**src/ucb_defs.svh**
```systemverilog
`ifndef UCB_DEFS_SVH
`define UCB_DEFS_SVH

// register offsets on the 3-bit register port
`define UCB_OFF_LC1 3'h0
`define UCB_OFF_LC2 3'h1
`define UCB_OFF_DATA 3'h2
`define UCB_OFF_BRDH 3'h3
`define UCB_OFF_BRDL 3'h4
`define UCB_OFF_MODC 3'h5
`define UCB_OFF_STAT 3'h6

// line_control_one field positions
`define UCB_LC1_PORT_EN 7
`define UCB_LC1_WLEN 6
`define UCB_LC1_PAR_EN 5
`define UCB_LC1_PTYPE_HI 4
`define UCB_LC1_PTYPE_LO 3
`define UCB_LC1_BREAK 2
`define UCB_LC1_RX9 1
`define UCB_LC1_TX9 0

// line_control_two field positions
`define UCB_LC2_TXEN 7
`define UCB_LC2_RXEN 6
`define UCB_LC2_STOPS 5
`define UCB_LC2_ADDEN 4
`define UCB_LC2_WAKE 3
`define UCB_LC2_RIE 2
`define UCB_LC2_TIIE 1
`define UCB_LC2_TEIE 0

// modulation control field positions
`define UCB_MOD_HI 5
`define UCB_MOD_LO 3
`define UCB_MOD_RANGE 2

// reset values
`define UCB_LC2_RST 8'h00
`define UCB_BRD_RST 16'h0000
`define UCB_MOD_RST 3'h0

// parity type codes
`define UCB_PAR_EVEN 2'h0
`define UCB_PAR_ODD 2'h1
`define UCB_PAR_MARK 2'h2
`define UCB_PAR_SPACE 2'h3

// frame constants, in bit times
`define UCB_BREAK_BITS 4'hD
`define UCB_BITS_8 4'h8
`define UCB_BITS_9 4'h9

`endif

```
**src/ucb_pkg.sv**
```systemverilog
package ucb_pkg;

    // transmitter states, gray along start, data, parity, stop
    typedef enum logic [2:0] {
        UCB_TX_IDLE = 3'h0,
        UCB_TX_START = 3'h1,
        UCB_TX_DATA = 3'h3,
        UCB_TX_PAR = 3'h2,
        UCB_TX_STOP = 3'h6,
        UCB_TX_BRK = 3'h7,
        UCB_TX_BREL = 3'h5
    } ucb_tx_state_t;

    // receiver states
    typedef enum logic [1:0] {
        UCB_RX_IDLE = 2'h0,
        UCB_RX_START = 2'h1,
        UCB_RX_DATA = 2'h3,
        UCB_RX_STOP = 2'h2
    } ucb_rx_state_t;

    // line_control_one, software-written part
    typedef struct packed {
        logic port_en;
        logic word_length_sel;
        logic par_en;
        logic [1:0] parity_type_sel;
        logic send_break;
        logic tx_ninth_bit;
    } ucb_lc1_t;

    // one received word as it leaves the deserialiser
    typedef struct packed {
        logic ninth;
        logic [7:0] data;
    } ucb_word_t;

endpackage

```
**src/ucb_uart.sv**
```systemverilog
`timescale 1ns/1ns
// Behaviour
// RULE1 - parity type 00 even, 01 odd, 10 forced one, 11 forced zero
// RULE2 - break waits for buffered data, then holds line low 13+ bits
// RULE3 - in 9-bit mode the ninth received bit goes to rx_ninth_bit
// RULE4 - in 9-bit mode the ninth sent bit comes from tx_ninth_bit
// RULE5 - transmit enable low: transmitter off, aborted, buffers reset, pin floats
// RULE6 - transmitter runs and drives pin only with both enables set
// RULE7 - clearing transmit enable mid-character aborts and floats the pin
// RULE8 - receive enable low: receiver off, aborted, buffers reset
// RULE9 - receiver runs only with receive and port enables both set
// RULE10 - one stop bit when stop select is zero, two when one
// RULE11 - address detect: words with address bit set are kept and flagged
// RULE12 - address detect: words with address bit clear are dropped silently
// RULE13 - wake enable, clock stopped: receive falling edge raises wake request
// RULE14 - no wake while clock runs or with wake enable clear
// RULE15 - receive enable gates overrun and data-available onto the request
// RULE16 - idle enable gates transmitter idle onto the request
// RULE17 - empty enable gates transmit-empty onto the request
// RULE18 - one data location: writes send, reads return received character
// RULE19 - bit rate is clock over divider plus modulation eighths
// RULE20 - software keeps divider at least 16, or 8 with range select
// RULE21 - software writes divider low byte before high byte
// RULE22 - modulation accumulates per bit; carry adds one clock to that bit
// RULE23 - with parity on, top data position is parity, not stored
// RULE24 - port disable empties buffers, resets counters, enables, break, flags
// RULE25 - after break clears, line returns high before next character
module ucb_uart
    import ucb_pkg::*;
(
    input wire logic SYS_CLK, // 125 MHz port clock
    input wire logic RST_N, // async reset, active low
    input wire logic [2:0] ADDR, // register address
    input wire logic [7:0] WDATA, // write data
    input wire logic WR, // write strobe
    input wire logic RD, // read strobe
    output logic [7:0] RDATA, // read data, cycle after RD
    input wire logic RX_PIN, // receive pin, asynchronous
    input wire logic PORT_CLK_ON, // high while port clock runs
    output logic TX_O, // transmit pin level
    output logic TX_OE, // transmit pin enable
    output logic IRQ_REQ, // port interrupt request, level
    output logic WAKE_REQ // receive-pin wake request, level
);
`include "ucb_defs.svh"

    // ----------------------------------------------------------------
    // declarations
    // ----------------------------------------------------------------
    ucb_lc1_t lc1_q;
    logic [7:0] lc2_q;
    logic [15:0] brd_q;
    logic [7:0] brd_lo_q;
    logic [2:0] fmod_q;
    logic range_q;
    logic [7:0] rdata_q;
    logic stat_seen_q;
    logic rxs1_q, rxs2_q, rxs3_q;
    logic clk1_q, clk2_q;
    logic wake_q;
    ucb_tx_state_t tx_st_q;
    logic [7:0] tx_hold_q;
    logic tx_full_q;
    logic [8:0] tx_sh_q;
    logic tx_par_q;
    logic [3:0] tx_bitn_q;
    logic tx_line_q;
    ucb_rx_state_t rx_st_q;
    logic [8:0] rx_sh_q;
    logic [3:0] rx_bitn_q;
    ucb_word_t rx_word_q;
    logic rx_full_q;
    logic ovr_q;
    logic [1:0] run, restart, tick, mid;

    // ----------------------------------------------------------------
    // decode
    // ----------------------------------------------------------------
    wire tx_on = lc1_q.port_en & lc2_q[`UCB_LC2_TXEN]; // [RULE6]
    wire rx_on = lc1_q.port_en & lc2_q[`UCB_LC2_RXEN]; // [RULE9]
    wire wr_lc1 = WR & (ADDR == `UCB_OFF_LC1);
    wire wr_lc2 = WR & (ADDR == `UCB_OFF_LC2);
    wire wr_data = WR & (ADDR == `UCB_OFF_DATA);
    wire wr_brdh = WR & (ADDR == `UCB_OFF_BRDH);
    wire wr_brdl = WR & (ADDR == `UCB_OFF_BRDL);
    wire wr_modc = WR & (ADDR == `UCB_OFF_MODC);
    wire rd_data = RD & (ADDR == `UCB_OFF_DATA);
    wire rd_stat = RD & (ADDR == `UCB_OFF_STAT);
    wire port_off = wr_lc1 & ~WDATA[`UCB_LC1_PORT_EN];
    wire rx_fall = rxs3_q & ~rxs2_q;
    wire tx_idle = ~tx_on | ((tx_st_q == UCB_TX_IDLE) & ~tx_full_q);
    wire tx_empty = ~tx_full_q;
    wire rx_idle = (rx_st_q == UCB_RX_IDLE);

    // frame widths: data positions, parity replaces the top one
    wire [3:0] nbits = lc1_q.word_length_sel ? `UCB_BITS_9 : `UCB_BITS_8;
    wire [3:0] tx_nd = nbits - {3'h0, lc1_q.par_en}; // [RULE23]

    // ----------------------------------------------------------------
    // register file
    // ----------------------------------------------------------------
    // a write clearing the port enable also drops the unit enables
    // and the break request; other settings survive for re-enable
    always_ff @(posedge SYS_CLK or negedge RST_N) begin
        if (!RST_N) begin
            lc1_q <= '0;
            lc2_q <= `UCB_LC2_RST;
            brd_q <= `UCB_BRD_RST;
            brd_lo_q <= 8'h00;
            fmod_q <= `UCB_MOD_RST;
            range_q <= 1'b0;
        end else begin
            if (wr_lc1) begin
                lc1_q <= {WDATA[7:3], WDATA[2] & WDATA[7], WDATA[0]}; // [RULE24]
            end
            if (port_off) begin
                lc2_q[`UCB_LC2_TXEN] <= 1'b0; // [RULE24]
                lc2_q[`UCB_LC2_RXEN] <= 1'b0;
            end else if (wr_lc2) begin
                lc2_q <= WDATA;
            end
            if (wr_brdl) begin
                brd_lo_q <= WDATA;
            end
            // high byte write commits both halves together
            if (wr_brdh) begin
                brd_q <= {WDATA, brd_lo_q}; // [RULE21]
            end
            if (wr_modc) begin
                fmod_q <= WDATA[`UCB_MOD_HI:`UCB_MOD_LO];
                range_q <= WDATA[`UCB_MOD_RANGE];
            end
        end
    end

    // read mux; the ninth transmit bit is write-only and reads zero
    wire [7:0] stat_v = {3'h0, ovr_q, rx_idle, rx_full_q, tx_idle, tx_empty};
    wire [7:0] lc1_rd = {lc1_q.port_en, lc1_q.word_length_sel, lc1_q.par_en,
                         lc1_q.parity_type_sel, lc1_q.send_break,
                         rx_word_q.ninth, 1'b0}; // [RULE3]
    wire [7:0] rd_mux =
        (ADDR == `UCB_OFF_LC1) ? lc1_rd :
        (ADDR == `UCB_OFF_LC2) ? lc2_q :
        (ADDR == `UCB_OFF_DATA) ? rx_word_q.data : // [RULE18]
        (ADDR == `UCB_OFF_BRDH) ? brd_q[15:8] :
        (ADDR == `UCB_OFF_BRDL) ? brd_lo_q :
        (ADDR == `UCB_OFF_MODC) ? {2'h0, fmod_q, range_q, 2'h0} :
        (ADDR == `UCB_OFF_STAT) ? stat_v : 8'h00;

    // read data stands only in the cycle after the strobe
    always_ff @(posedge SYS_CLK or negedge RST_N) begin
        if (!RST_N) begin
            rdata_q <= 8'h00;
            stat_seen_q <= 1'b0;
        end else begin
            rdata_q <= RD ? rd_mux : 8'h00;
            if (rd_stat) begin
                stat_seen_q <= 1'b1;
            end else if (rd_data | wr_data) begin
                stat_seen_q <= 1'b0;
            end
        end
    end
    assign RDATA = rdata_q;

    // ----------------------------------------------------------------
    // synchronisers
    // ----------------------------------------------------------------
    always_ff @(posedge SYS_CLK or negedge RST_N) begin
        if (!RST_N) begin
            rxs1_q <= 1'b1;
            rxs2_q <= 1'b1;
            rxs3_q <= 1'b1;
            clk1_q <= 1'b0;
            clk2_q <= 1'b0;
        end else begin
            rxs1_q <= RX_PIN;
            rxs2_q <= rxs1_q;
            rxs3_q <= rxs2_q;
            clk1_q <= PORT_CLK_ON;
            clk2_q <= clk1_q;
        end
    end

    // ----------------------------------------------------------------
    // bit timers: channel 0 transmit, channel 1 receive
    // ----------------------------------------------------------------
    // each timer restarts at frame start so its modulation pattern
    // lines up with the start bit, as the far end expects
    assign run = {rx_on & clk2_q & ~rx_idle, tx_on & clk2_q};
    genvar g;
    for (g = 0; g < 2; g++) begin : g_tmr
        logic [16:0] cnt_q;
        logic [2:0] acc_q;
        logic ext_q;
        logic [3:0] sum;
        logic [16:0] last;
        assign sum = {1'b0, acc_q} + {1'b0, fmod_q}; // [RULE22]
        assign last = {1'b0, brd_q} + {16'h0000, ext_q} - 17'h00001; // [RULE19]
        assign tick[g] = run[g] & (cnt_q == last);
        assign mid[g] = run[g] & (cnt_q == {2'h0, brd_q[15:1]});
        always_ff @(posedge SYS_CLK or negedge RST_N) begin
            if (!RST_N) begin
                cnt_q <= 17'h00000;
                acc_q <= 3'h0;
                ext_q <= 1'b0;
            end else if (!run[g] || restart[g]) begin
                cnt_q <= 17'h00000; // [RULE24]
                acc_q <= fmod_q; // first bit: 0 + mod never carries
                ext_q <= 1'b0;
            end else if (tick[g]) begin
                cnt_q <= 17'h00000;
                acc_q <= sum[2:0];
                ext_q <= sum[3]; // [RULE22]
            end else begin
                cnt_q <= cnt_q + 17'h00001;
            end
        end
    end

    // ----------------------------------------------------------------
    // transmitter
    // ----------------------------------------------------------------
    wire [8:0] tx_word = {lc1_q.tx_ninth_bit, tx_hold_q}; // [RULE4]
    wire [8:0] tx_mask = 9'h1FF >> (4'h9 - tx_nd);
    wire tx_xor = ^(tx_word & tx_mask);
    wire tx_par =
        (lc1_q.parity_type_sel == `UCB_PAR_EVEN) ? tx_xor :
        (lc1_q.parity_type_sel == `UCB_PAR_ODD) ? ~tx_xor :
        (lc1_q.parity_type_sel == `UCB_PAR_MARK); // [RULE1]
    wire tx_load = (tx_st_q == UCB_TX_IDLE) & tx_full_q;
    wire tx_brk_go = (tx_st_q == UCB_TX_IDLE) & ~tx_full_q
                     & lc1_q.send_break; // [RULE2]
    assign restart[0] = tx_load | tx_brk_go;

    // line level per state, registered before the pin
    logic tx_line_d;
    always_comb begin
        case (tx_st_q)
            UCB_TX_START: tx_line_d = 1'b0;
            UCB_TX_DATA: tx_line_d = tx_sh_q[0];
            UCB_TX_PAR: tx_line_d = tx_par_q;
            UCB_TX_BRK: tx_line_d = 1'b0; // [RULE2]
            default: tx_line_d = 1'b1;
        endcase
    end

    // disabling the transmitter mid-frame just drops the frame;
    // the far end sees the pin float, which it must tolerate
    always_ff @(posedge SYS_CLK or negedge RST_N) begin
        if (!RST_N) begin
            tx_st_q <= UCB_TX_IDLE;
            tx_hold_q <= 8'h00;
            tx_full_q <= 1'b0;
            tx_sh_q <= 9'h000;
            tx_par_q <= 1'b0;
            tx_bitn_q <= 4'h0;
            tx_line_q <= 1'b1;
        end else if (!tx_on) begin
            tx_st_q <= UCB_TX_IDLE; // [RULE5] [RULE7]
            tx_full_q <= 1'b0;
            tx_bitn_q <= 4'h0;
            tx_line_q <= 1'b1;
        end else begin
            tx_line_q <= tx_line_d;
            if (wr_data) begin
                tx_hold_q <= WDATA; // [RULE18]
                tx_full_q <= 1'b1;
            end else if (tx_load) begin
                tx_full_q <= 1'b0;
            end
            case (tx_st_q)
                UCB_TX_IDLE: begin
                    tx_bitn_q <= 4'h0;
                    if (tx_load) begin
                        tx_sh_q <= tx_word;
                        tx_par_q <= tx_par; // [RULE1]
                        tx_st_q <= UCB_TX_START;
                    end else if (tx_brk_go) begin
                        tx_st_q <= UCB_TX_BRK;
                    end
                end
                UCB_TX_START: begin
                    if (tick[0]) begin
                        tx_st_q <= UCB_TX_DATA;
                    end
                end
                UCB_TX_DATA: begin
                    if (tick[0]) begin
                        tx_sh_q <= {1'b0, tx_sh_q[8:1]};
                        if (tx_bitn_q == tx_nd - 4'h1) begin
                            tx_bitn_q <= 4'h0;
                            tx_st_q <= lc1_q.par_en ? UCB_TX_PAR
                                                    : UCB_TX_STOP;
                        end else begin
                            tx_bitn_q <= tx_bitn_q + 4'h1;
                        end
                    end
                end
                UCB_TX_PAR: begin
                    if (tick[0]) begin
                        tx_st_q <= UCB_TX_STOP; // [RULE23]
                    end
                end
                UCB_TX_STOP: begin
                    if (tick[0]) begin
                        if (tx_bitn_q[0] == lc2_q[`UCB_LC2_STOPS]) begin
                            tx_st_q <= UCB_TX_IDLE; // [RULE10]
                            tx_bitn_q <= 4'h0;
                        end else begin
                            tx_bitn_q <= 4'h1;
                        end
                    end
                end
                UCB_TX_BRK: begin
                    if (tick[0] && tx_bitn_q != `UCB_BREAK_BITS) begin
                        tx_bitn_q <= tx_bitn_q + 4'h1;
                    end
                    if (tx_bitn_q == `UCB_BREAK_BITS && !lc1_q.send_break) begin
                        tx_st_q <= UCB_TX_BREL; // [RULE2]
                    end
                end
                UCB_TX_BREL: begin
                    if (tick[0]) begin
                        tx_st_q <= UCB_TX_IDLE; // [RULE25]
                    end
                end
                default: tx_st_q <= UCB_TX_IDLE;
            endcase
        end
    end
    assign TX_O = tx_line_q;
    assign TX_OE = tx_on; // [RULE6]

    // ----------------------------------------------------------------
    // receiver
    // ----------------------------------------------------------------
    // eight-bit words land in the top of the shifter, so realign
    wire [8:0] rx_w9 = lc1_q.word_length_sel ? rx_sh_q
                                             : {1'b0, rx_sh_q[8:1]};
    wire rx_addr_bit = lc1_q.word_length_sel ? rx_w9[8] : rx_w9[7];
    wire rx_keep = ~lc2_q[`UCB_LC2_ADDEN] | rx_addr_bit; // [RULE11] [RULE12]
    ucb_word_t rx_new;
    assign rx_new.ninth = rx_w9[8] & ~lc1_q.par_en; // [RULE3] [RULE23]
    assign rx_new.data = {rx_w9[7] &
                          ~(lc1_q.par_en & ~lc1_q.word_length_sel),
                          rx_w9[6:0]}; // [RULE23]
    wire rx_done = (rx_st_q == UCB_RX_STOP) & mid[1];
    assign restart[1] = (rx_st_q == UCB_RX_IDLE) & rx_fall;

    // overrun keeps the old word; set beats a same-cycle clear
    always_ff @(posedge SYS_CLK or negedge RST_N) begin
        if (!RST_N) begin
            rx_st_q <= UCB_RX_IDLE;
            rx_sh_q <= 9'h000;
            rx_bitn_q <= 4'h0;
            rx_word_q <= '0;
            rx_full_q <= 1'b0;
            ovr_q <= 1'b0;
        end else if (!rx_on) begin
            rx_st_q <= UCB_RX_IDLE; // [RULE8] [RULE24]
            rx_bitn_q <= 4'h0;
            rx_full_q <= 1'b0;
            ovr_q <= 1'b0;
        end else begin
            if (rd_data) begin
                rx_full_q <= 1'b0;
                if (stat_seen_q) begin
                    ovr_q <= 1'b0;
                end
            end
            if (rx_done && rx_keep) begin
                if (rx_full_q && !rd_data) begin
                    ovr_q <= 1'b1;
                end else begin
                    rx_word_q <= rx_new;
                    rx_full_q <= 1'b1;
                end
            end
            case (rx_st_q)
                UCB_RX_IDLE: begin
                    rx_bitn_q <= 4'h0;
                    if (rx_fall && clk2_q) begin
                        rx_st_q <= UCB_RX_START; // [RULE9]
                    end
                end
                UCB_RX_START: begin
                    if (mid[1]) begin
                        rx_st_q <= rxs2_q ? UCB_RX_IDLE : UCB_RX_DATA;
                    end
                end
                UCB_RX_DATA: begin
                    if (mid[1]) begin
                        rx_sh_q <= {rxs2_q, rx_sh_q[8:1]};
                        if (rx_bitn_q == nbits - 4'h1) begin
                            rx_st_q <= UCB_RX_STOP;
                        end else begin
                            rx_bitn_q <= rx_bitn_q + 4'h1;
                        end
                    end
                end
                UCB_RX_STOP: begin
                    if (mid[1]) begin
                        rx_st_q <= UCB_RX_IDLE;
                    end
                end
                default: rx_st_q <= UCB_RX_IDLE;
            endcase
        end
    end

    // ----------------------------------------------------------------
    // wake request and interrupt request
    // ----------------------------------------------------------------
    // the wake detector only matters while the port clock is off;
    // it drops once software has the clock running again
    always_ff @(posedge SYS_CLK or negedge RST_N) begin
        if (!RST_N) begin
            wake_q <= 1'b0;
        end else if (clk2_q) begin
            wake_q <= 1'b0; // [RULE14]
        end else if (rx_fall && lc2_q[`UCB_LC2_WAKE] && lc1_q.port_en) begin
            wake_q <= 1'b1; // [RULE13]
        end
    end
    assign WAKE_REQ = wake_q;

    wire irq_rx = lc2_q[`UCB_LC2_RIE] & (ovr_q | rx_full_q); // [RULE15]
    wire irq_ti = lc2_q[`UCB_LC2_TIIE] & tx_idle; // [RULE16]
    wire irq_te = lc2_q[`UCB_LC2_TEIE] & tx_empty; // [RULE17]
    assign IRQ_REQ = irq_rx | irq_ti | irq_te | wake_q;

endmodule

```
**config.mk**
```make
export PLATFORM = sky130hd
export DESIGN_NAME = ucb_uart
export DESIGN_NICKNAME = d
export VERILOG_FILES = /design/src/ucb_pkg.sv /design/src/ucb_uart.sv
export VERILOG_INCLUDE_DIRS = /design/src
export SDC_FILE = /design/constraint.sdc
export NUM_CORES = 1
export LEC_CHECK = 0
export BUFFER_PORTS_ARGS = -buffer_cell sky130_fd_sc_hd__buf_4
export CAP_MARGIN = 20
export CORE_MARGIN = 2
export CORE_UTILIZATION = 63
export DETAILED_ROUTE_END_ITERATION = 6
export GPL_TIMING_DRIVEN = 1
export HOLD_SLACK_MARGIN = 0.03
export PLACE_DENSITY = 0.81
export SETUP_SLACK_MARGIN = 0.1
export SYNTH_ARGS = -nofsm -noshare
export SYNTH_HDL_FRONTEND = slang
export SYNTH_SLANG_ARGS = --single-unit
```
**constraint.sdc**
```tcl
create_clock -name SYS_CLK -period 3.2 [get_ports SYS_CLK]
set_input_delay 0.48 -clock SYS_CLK [delete_from_list [all_inputs] [get_ports SYS_CLK]]
set_output_delay 0.48 -clock SYS_CLK [all_outputs]
set_load 0.02 [all_outputs]
```
# After elaboration in Yosys (flattened, before gate mapping)
# Cells that the tools add are included.
# W data, S select, Z words.
# totals
word_cells	267
out_inout_bits	12
regBits	153
# classes
n_mux	80
n_eq_ne	46
n_bitwise	51
reduce_logical	35
n_addsub	14
shift	1
# op_table
op	count
$mux W17	4
$mux W8	7
$mux W3	16
$ne A3 B3 Y1 const B	14
$add A16 B1 Y17	2
$add A17 B1 Y17 const B	2
$eq A17 B17 Y1	2
$sub A17 B1 Y17 const B	2
$mux W4	8
$and A1 B1 Y1	30
$mux W9	3
$mux W1	26
$pmux W3 S7	1
$eq A3 B3 Y1 const B	6
$pmux W9 S2	1
$eq A17 B15 Y1	1
$mux W2	8
$pmux W4 S4	1
$eq A3 B2 Y1 const B	4
$not A1 Y1	12
$reduce_and A3 Y1	4
$reduce_bool A2 Y1	6
$and A9 B9 Y9	1
$reduce_and A9 Y1	1
other kinds (33)	65

# Logic depth before layout (Yosys ltp)
# Gate-level depths: netlist of run 1.
# logic_depth
word_depth	11
depth_mapped	12
depth_no_buf	10

# Worst setup path after synthesis of run 1
# Ideal clock, no wire load.
# synth_timing
path_type	register to register
startpoint	register brd_q[0]
endpoint	register g_tmr[1].cnt_q[10]
t_arrival_ns	2.556
setup_slack_ns	0.508
path_stages_with_launch	12
setup_time_ns	0.136
path_cell_list	dfrtp_1 -> inv_1 -> ha_1 -> ha_1 -> nor4b_1 -> and2_1 -> a21oi_1 -> o41a_1 -> and2_1 -> nor2_4 -> buf_4 -> nor3_1
# synth_via
elab_chain_cells	6
# synth_lines
item	line_no	source
from (decl)	ucb_uart.sv:52	logic [15:0] brd_q;
from (signal assigned)	ucb_uart.sv:108	brd_q <= `UCB_BRD_RST;
from (signal assigned)	ucb_uart.sv:127	brd_q <= {WDATA, brd_lo_q};
$add A16 B1 Y17	ucb_uart.sv:199	assign last = {1'b0, brd_q} + {16'h0000, ext_q} - 17'h00001;
$sub A17 B1 Y17	ucb_uart.sv:199	
$eq A17 B17 Y1	ucb_uart.sv:200	assign tick[g] = run[g] & (cnt_q == last);
$and A1 B1 Y1	ucb_uart.sv:200	
$mux W17	ucb_uart.sv:211	end else if (tick[g]) begin
$mux W17	ucb_uart.sv:207	end else if (!run[g] || restart[g]) begin
to (signal assigned)	ucb_uart.sv:216	cnt_q <= cnt_q + 17'h00001;
to (decl)	ucb_uart.sv:193	logic [16:0] cnt_q;
# No other way between the ends.
# A chain may end at the register's enable or synchronous reset.

# Final worst setup path of run 1
# layout_timing
startpoint	register brd_q[9]
endpoint	register tx_bitn_q[1]
# layout_via
elab_chain_cells	7
word_cells_on_any_way	9
classes_between	add/sub (2); eq/ne (4); bitwise (1); reduce/logical (2)
# layout_lines
item	line_no	source
$add A16 B1 Y17 (*)	ucb_uart.sv:199	
$sub A17 B1 Y17 (*)	ucb_uart.sv:199	
$eq A17 B17 Y1 (*)	ucb_uart.sv:200	
$and A1 B1 Y1 (*)	ucb_uart.sv:200	
$logic_and A1 B1 Y1 (no line)	--	
$ne A3 B3 Y1 (no line)	--	
$reduce_and A4 Y1 (no line) (*)	--	
to (signal assigned)	ucb_uart.sv:296	tx_bitn_q <= tx_bitn_q + 4'h1;
to (signal assigned)	ucb_uart.sv:317	tx_bitn_q <= tx_bitn_q + 4'h1;
to (decl)	ucb_uart.sv:66	logic [3:0] tx_bitn_q;
# Mark *: on every way between the ends. The rest lies on a longest branch, timed or not.

==> metrics.md, run 1 <==
| Metric | Value |
|---|---|
| Number of diodes | 0 |
| Clock Tree Root | clkbuf_16 |
| Width of the die | between 100 and 150 µm |
| Drt first pass iters | 7 |
| DIE AREA | 15400 µm² |
| CP Data Required Time | between 3000 and 4000 ps |
| Vias in the first global route | between 7000 and 8000 |
| Synth warn | 0 |
| Seq/Total Area, Yosys | 0.421 |
| Fin crit share | 0.944 |
| Fillers | ~1100 |
| Max_cap viols | 0 |
| Clock Skew | between 7 and 8 ps |
| Gp weighted congestion | just over 0.9 |
| H-tree Lvls | 4 |
| RSZ-0062 raised after global routing | yes |
| Most common cell after layout, fill and taps aside | dfrtp_1 |
| CTS tree | yes |
| Commonest non-fill, non-tap cells in the layout | 148 x dfrtp_1, 80 x nor2_1, 70 x nand3_1 |
| Antenna viol nets, final | 0 |
| Clk slew on worst S/H paths | 70 ps |
| Initial core utilization | 0.651 |
| CORE AREA | ~14000 µm² |
| Failing checks | design-rule violations |
| Vias post-DR | between 7000 and 8000 |
| DRT Wirelength | 23.2 mm |
| Port bufs | 28 |
| Layout Nets | about 1000 |
| Fraction of layout cells with a size suffix above 1 | 0.182 |
| Slew HR | 0.297 |
| Post-synth ARST share | 1.00 |
| DR WL/cell | between 15 and 20 µm |
| RR Startpoint | brd_q[9] |
| Syn Inst Count | 950 |
| Initial DRC count | about 800 |
| Largest net degree at the start of global routing | 67 |
| First-pass GRT wire length | approximately 38 mm |
| R2r setup slk | 180 ps |
| Pwr Density | ~600 nW/µm² |
| CTS Buf Count | 17 |
| Post-layout util | 0.730 |
| Total global-route track usage | 0.305 |
| Num Clock Sinks | roughly 150 |
| Number of vias per cell | ~6.5 |
| Chip height | between 100 and 150 µm |
| GR Overflow Total | 0 |
| Area growth syn-to-layout | 12.2% |
| Final hold violation count | 0 |
| Setup TNS | 0 ps |
| Worst-path maximum fanout | 11 |
| Post-Syn Area per Cell | around 9.6 µm² |
| WP data arrival | between 3000 and 4000 ps |
| Primary FF master, synth | dfrtp_1 |
| Post-DP HPWL | 16.2 mm |
| Residual DRC count | 2 |
| Distinct cells, synth | 73 |
| Slew Viols, Final | 0 |
| Mapped Nets | 987 |
| Synth Cell Area | a little over 9000 µm² |
| VDD IR-drop max | 0.459 mV |
| Reg2Reg Depth | 9 |
| Outcome | finished, violations left |
| Kind of critical path | register to register |
| Post-synth EDFFs | 0 |
| Final number of setup-violating endpoints | 0 |
| Final Critical Period | between 3000 and 4000 ps |
| #FFs+latches synth | 153 |
| Num ports | 29 |
| Leak | about 4.4 nW |
| Buffer levels on the longest clock path | 2 |
| Hold Path Class | input pin to asynchronous set/reset pin |
| Setup crit start kind | register |
| Slew @ Worst Pin | ~1100 ps |
| Worst setup EP type | register |
| Antenna violations before repair | 0 |
| Worst skew pair latency | between 400 and 500 ps |
| Crit Reg-Reg Endpoint | tx_bitn_q[1] |
| Max frequency | 331 MHz |
| # rows | 43 |
## final cells by class
class / count / area, µm² / area share
clock inverters: 14 / 131 / 0.0129
repair buffers: 60 / 497 / 0.0486
well taps: 180 / 225 / 0.0220
clock buffers: 18 / 429 / 0.0420
inverters: 28 / 105 / 0.0103
multi-input cells: 711 / 4990 / 0.489
flip-flops and latches: 153 / 3830 / 0.375
## timing repair
action,4_1_cts,5_1_grt
resized for setup,8,8
endpoints found under the setup margin,12,33
pin swaps,2,1
buffers inserted,1,2
hold buffers,0,0
cloned,0,1
## worst max-delay path by stage
stage | startpoint | to | slack, ps | depth (start not counted)
after floorplan | brd_q[0] | g_tmr[1].cnt_q[10] | 510 | 11
after global placement | brd_q[4] | tx_sh_q[3] | 120 | 8
after detailed placement | brd_q[4] | tx_sh_q[3] | 40 | 8
after CTS | brd_q[0] | tx_bitn_q[1] | 130 | 11
after global routing | brd_q[0] | tx_bitn_q[1] | 80 | 11
final | brd_q[9] | tx_bitn_q[1] | 180 | 9
## sequential cells by signal, summed over array words and instances (netlist names), 6 cells and up
register	flops
g_tmr.cnt_q	34
brd_q	16
rx_sh_q	9
tx_sh_q	9
RDATA	8
brd_lo_q	8
lc2_q	8
rx_word_q	8
tx_hold_q	8
lc1_q	7
g_tmr.acc_q	6
## synth_stat cells (all sizes together), types with 5 or more instances
cell type,instances,area share
mux2,64,0.079
and3,14,0.0096
buf,19,0.012
ha,18,0.025
dfrtp,149,0.41
a31oi,7,0.0048
nor3,29,0.016
mux2i,30,0.033
a31o,10,0.0096
nand4,17,0.012
inv,28,0.012
a21oi,33,0.018
a211oi,7,0.0063
nand2,63,0.026
o211ai,7,0.0058
nand3,70,0.038
and4,5,0.0048
nor2,83,0.035
a22oi,6,0.0049
xor2,49,0.047
nor2b,12,0.0082
or4,7,0.0058
o21ai,47,0.026
clkbuf,39,0.016
o31ai,10,0.0082
xnor2,44,0.042
nor4,13,0.012
and2,11,0.0076
## metal layers
metal  share of wire  global-route usage  up-vias
li1                -                   -     3435
met1            0.42               0.412     3666
met2            0.49               0.499      340
met3           0.063              0.0516       75
met4           0.030               0.106        0
met5               0                   0        -
## logic make-up (layout without fill, tap and decap cells)
| group | count (synthesis) | after routing | synth area share |
|---|---|---|---|
| compound gates | 155 | 155 | 0.111 |
| xor+xnor | 93 | 93 | 0.0894 |
| mux | 94 | 94 | 0.112 |
| fa+ha+maj | 20 | 20 | 0.0291 |
| simple gates | 349 | 349 | 0.198 |
| flops | 153 | 153 | 0.421 |
| buf+inv | 86 | 120 | 0.0400 |
## power breakdown
group	switching (mW)	internal [mW]	total [mW]
Clock	0.894	1.03	1.92
Sequential	0.358	2.15	2.51
Combinational	0.950	0.792	1.74
## through the flow
step	power [mW]	instance area, µm²	hold WS [ps]	cells	worst slack (ps)
2_1_floorplan	3.65	9110	184	950	508
3_3_place_gp	4.10	9520	345	1128	117
3_5_place_dp	4.14	9520	338	1128	37.8
4_1_cts	6.11	10100	63.5	1161	130
5_1_grt	6.46	10200	93.7	1164	79.4
6_report	6.17	10200	41.2	1164	180
## worst max-delay path, cell delays in order, from the launching register on
cell and delay [ps]:
dfrtp_1 640, or4_1 240, nor3_1 90, or4_1 560
a32oi_2 200, nand4_1 110, buf_4 180, buf_12 140
or3b_4 400, mux2_1 320
Note: power is estimated with default switching activity, not from simulation.
==> run 2, diff against run 1 <==
- CORE_MARGIN: 2 -> unset
==> metrics.md, run 2 (same netlist as run 1, synthesis figures left out) <==
| Metric | Value |
|---|---|
| Outcome | finished, violations left |
| Failing checks | design-rule violations |
| Max FFs per register | 34 (unchanged) |
| First-pass GRT wire length | 38.0 mm (+0.94%) |
| Fraction of layout cells with a size suffix above 1 | 0.181 (-0.00120) |
| Worst stage delay on the critical path | 630 ps (about the same) |
| CTS tree | yes |
| Fillers | 1046 (-0.76%) |
| Crit-path leading delay family | simple AND/OR/NAND/NOR gates |
| Final Hold Slack | 81.3 ps (+40.1 ps) |
| Residual DRC count | 1 (-1) |
| Clock Skew | 9.25 ps (+1.79 ps) |
| Area growth syn-to-layout | 12.1% (about the same) |
| VDD IR-drop max | 0.468 mV (+2.1%) |
| Cts hold-fix bufs | 0 (unchanged) |
| RR Startpoint | brd_q[7] |
| CORE AREA | 14000 µm² (unchanged) |
| Vias post-DR | 7521 (+0.067%) |
| Final hold violation count | 0 (unchanged) |
| Most common cell after layout, fill and taps aside | dfrtp_1 |
| Number of vias per cell | 6.46 (about the same) |
| DR WL/cell | 20.1 µm (+0.86%) |
| CP Buf/Inv Count | 1 (-1) |
| Clock Tree Root | clkbuf_16 |
| Antenna viol nets, final | 0 (unchanged) |
| Buffer levels on the longest clock path | 2 (unchanged) |
| Max frequency | 330 MHz (-0.29%) |
| Most used routing layer | met2 |
| Crit Reg-Reg Endpoint | tx_bitn_q[1] |
| Largest net degree at the start of global routing | 80 (+19%) |
| Drt first pass iters | 7 (unchanged) |
| Vias in the first global route | 7264 (+2.5%) |
| Pwr Density | 620 nW/µm² (+2.6%) |
| Initial DRC count | 739 (-7.0%) |
| Antenna violations before repair | 0 (unchanged) |
| Port bufs | 28 (unchanged) |
| Slew @ Worst Pin | 1020 ps (-30.6 ps) |
| Slowest cell on crit path | dfrtp_1 |
| Total global-route track usage | 0.336 (+0.0312) |
| Met2 Track Usage GR | 0.535 (+0.0359) |
| H-tree Lvls | 4 (unchanged) |
| DIE AREA | 14900 µm² (-3.2%) |
| Hold Path Class | input pin to asynchronous set/reset pin |
| Gp weighted congestion | 0.972 (+5.1%) |
| WP data arrival | 3340 ps (about the same) |
| Slew Viols, Final | 0 (unchanged) |
| Most frequent CP cell | or4_1 |
| # rows | 43 (unchanged) |
| Number of diodes | 0 (unchanged) |
| CP cell instances | or4_1 -> nor3_1 -> or4_1 -> a32oi_1 -> nand4_1 -> buf_12 -> or3b_4 -> mux2_1 |
| GR Overflow Total | 0 (unchanged) |
| Grt met3 use | 0.0809 (+0.0292) |
| Slew HR | 0.318 (+0.0204) |
| Reg2Reg Depth | 8 (-1) |
| Grt met1 use | 0.436 (+0.0234) |
| R2r setup slk | 170 ps (about the same) |
| Worst setup EP type | register |
| DRT Wirelength | 23.4 mm (+0.95%) |
| Commonest non-fill, non-tap cells in the layout | 149 x dfrtp_1, 79 x nor2_1, 70 x nand3_1 |
| Critical path depth in cells | 8 (-1) |
| Initial core utilization | 0.651 (unchanged) |
| Setup crit start kind | register |
| Chip height | 122 µm (-1.6%) |
| Final number of setup-violating endpoints | 0 (unchanged) |
| Width of the die | 122 µm (-1.6%) |
| Leak | 4.44 nW (+0.30%) |
| Post-DP HPWL | 16.6 mm (+2.5%) |
| Largest regs | g_tmr.cnt_q (34), brd_q (16) |
| Num Clock Sinks | 153 (unchanged) |
| Num ports | 29 (unchanged) |
| Max_cap viols | 0 (unchanged) |
| Worst-path maximum fanout | 22 (+11) |
| Pwr Total | 6.33 mW (+2.5%) |
| Final Critical Period | 3030 ps (+8.68 ps) |
| Layout Nets | 1009 (+0.099%) |
| Clk slew on worst S/H paths | 70 ps (about the same) |
| Fin crit share | 0.946 (+0.00271) |
| Kind of critical path | register to register |
| CTS Buf Count | 17 (unchanged) |
| Setup TNS | 0 ps (unchanged) |
| CP Data Required Time | 3510 ps (about the same) |
| Worst skew pair latency | 420 ps (about the same) |
| RSZ-0062 raised after global routing | no |
| Largest register by flop count | g_tmr.cnt_q |
==> run 2: cell types whose count changed in the layout (fill, tap and decap cells not counted), sizes merged <==
cell	delta
buf	+2
clkinvlp	-2
inv	+1
clkbuf	-2
bufinv	+2
==> run 2: stage by stage <==
step | instances | area (µm²) | utilization | worst slack, ps
detailed placement | 1132 | 9570 | 0.684 | 12.5
floorplan | 950 | 9110 | - | 508
global route | 1165 | 10200 | 0.730 | 114
finish | 1165 | 10200 | 0.730 | 171
CTS | 1164 | 10200 | 0.727 | 157
global placement | 1132 | 9570 | 0.684 | 40.0
==> run 2: power by group <==
| part | leakage (nW) | total, mW | internal, mW | switching [mW] |
|---|---|---|---|---|
| Clock | 0.300 | 2.06 | 1.18 | 0.880 |
| Combinational | 2.13 | 1.77 | 0.794 | 0.980 |
| Sequential | 2.01 | 2.49 | 2.15 | 0.336 |
==> run 2: worst max path at each step <==
stage,slack [ps],to,startpoint
floorplan,510,g_tmr[1].cnt_q[10],brd_q[0]
global placement,40,g_tmr[1].cnt_q[13],g_tmr[1].ext_q
global route,110,tx_bitn_q[1],brd_q[0]
detailed placement,10,g_tmr[1].cnt_q[4],brd_q[0]
finish,170,tx_bitn_q[1],brd_q[7]
CTS,160,tx_sh_q[0],brd_q[7]
==> run 2: final cells by class <==
class / instances / area [µm²] / area share
Multi-Input combinational cell: 711 / 4940 / 0.484
Sequential cell: 153 / 3830 / 0.376
Timing Repair Buffer: 61 / 499 / 0.0489
Clock buffer: 17 / 425 / 0.0417
Tap cell: 180 / 225 / 0.0221
Clock inverter: 15 / 179 / 0.0175
Inverter: 28 / 105 / 0.0103
==> run 2: metal layers <==
layer  routed length [µm]  vias up  part of all wire
li1                     -     3441                 -
met1                 9760     3687              0.42
met2                11100      318              0.48
met3                 1670       75             0.072
met4                  816        0             0.035
met5                    0        -                 0
==> run 2: repair_timing <==
action                     4_1_cts  5_1_grt
buffers inserted                 0        1
pin swaps                        0        1
resized for setup                1        8
setup endpoints to repair       21       48
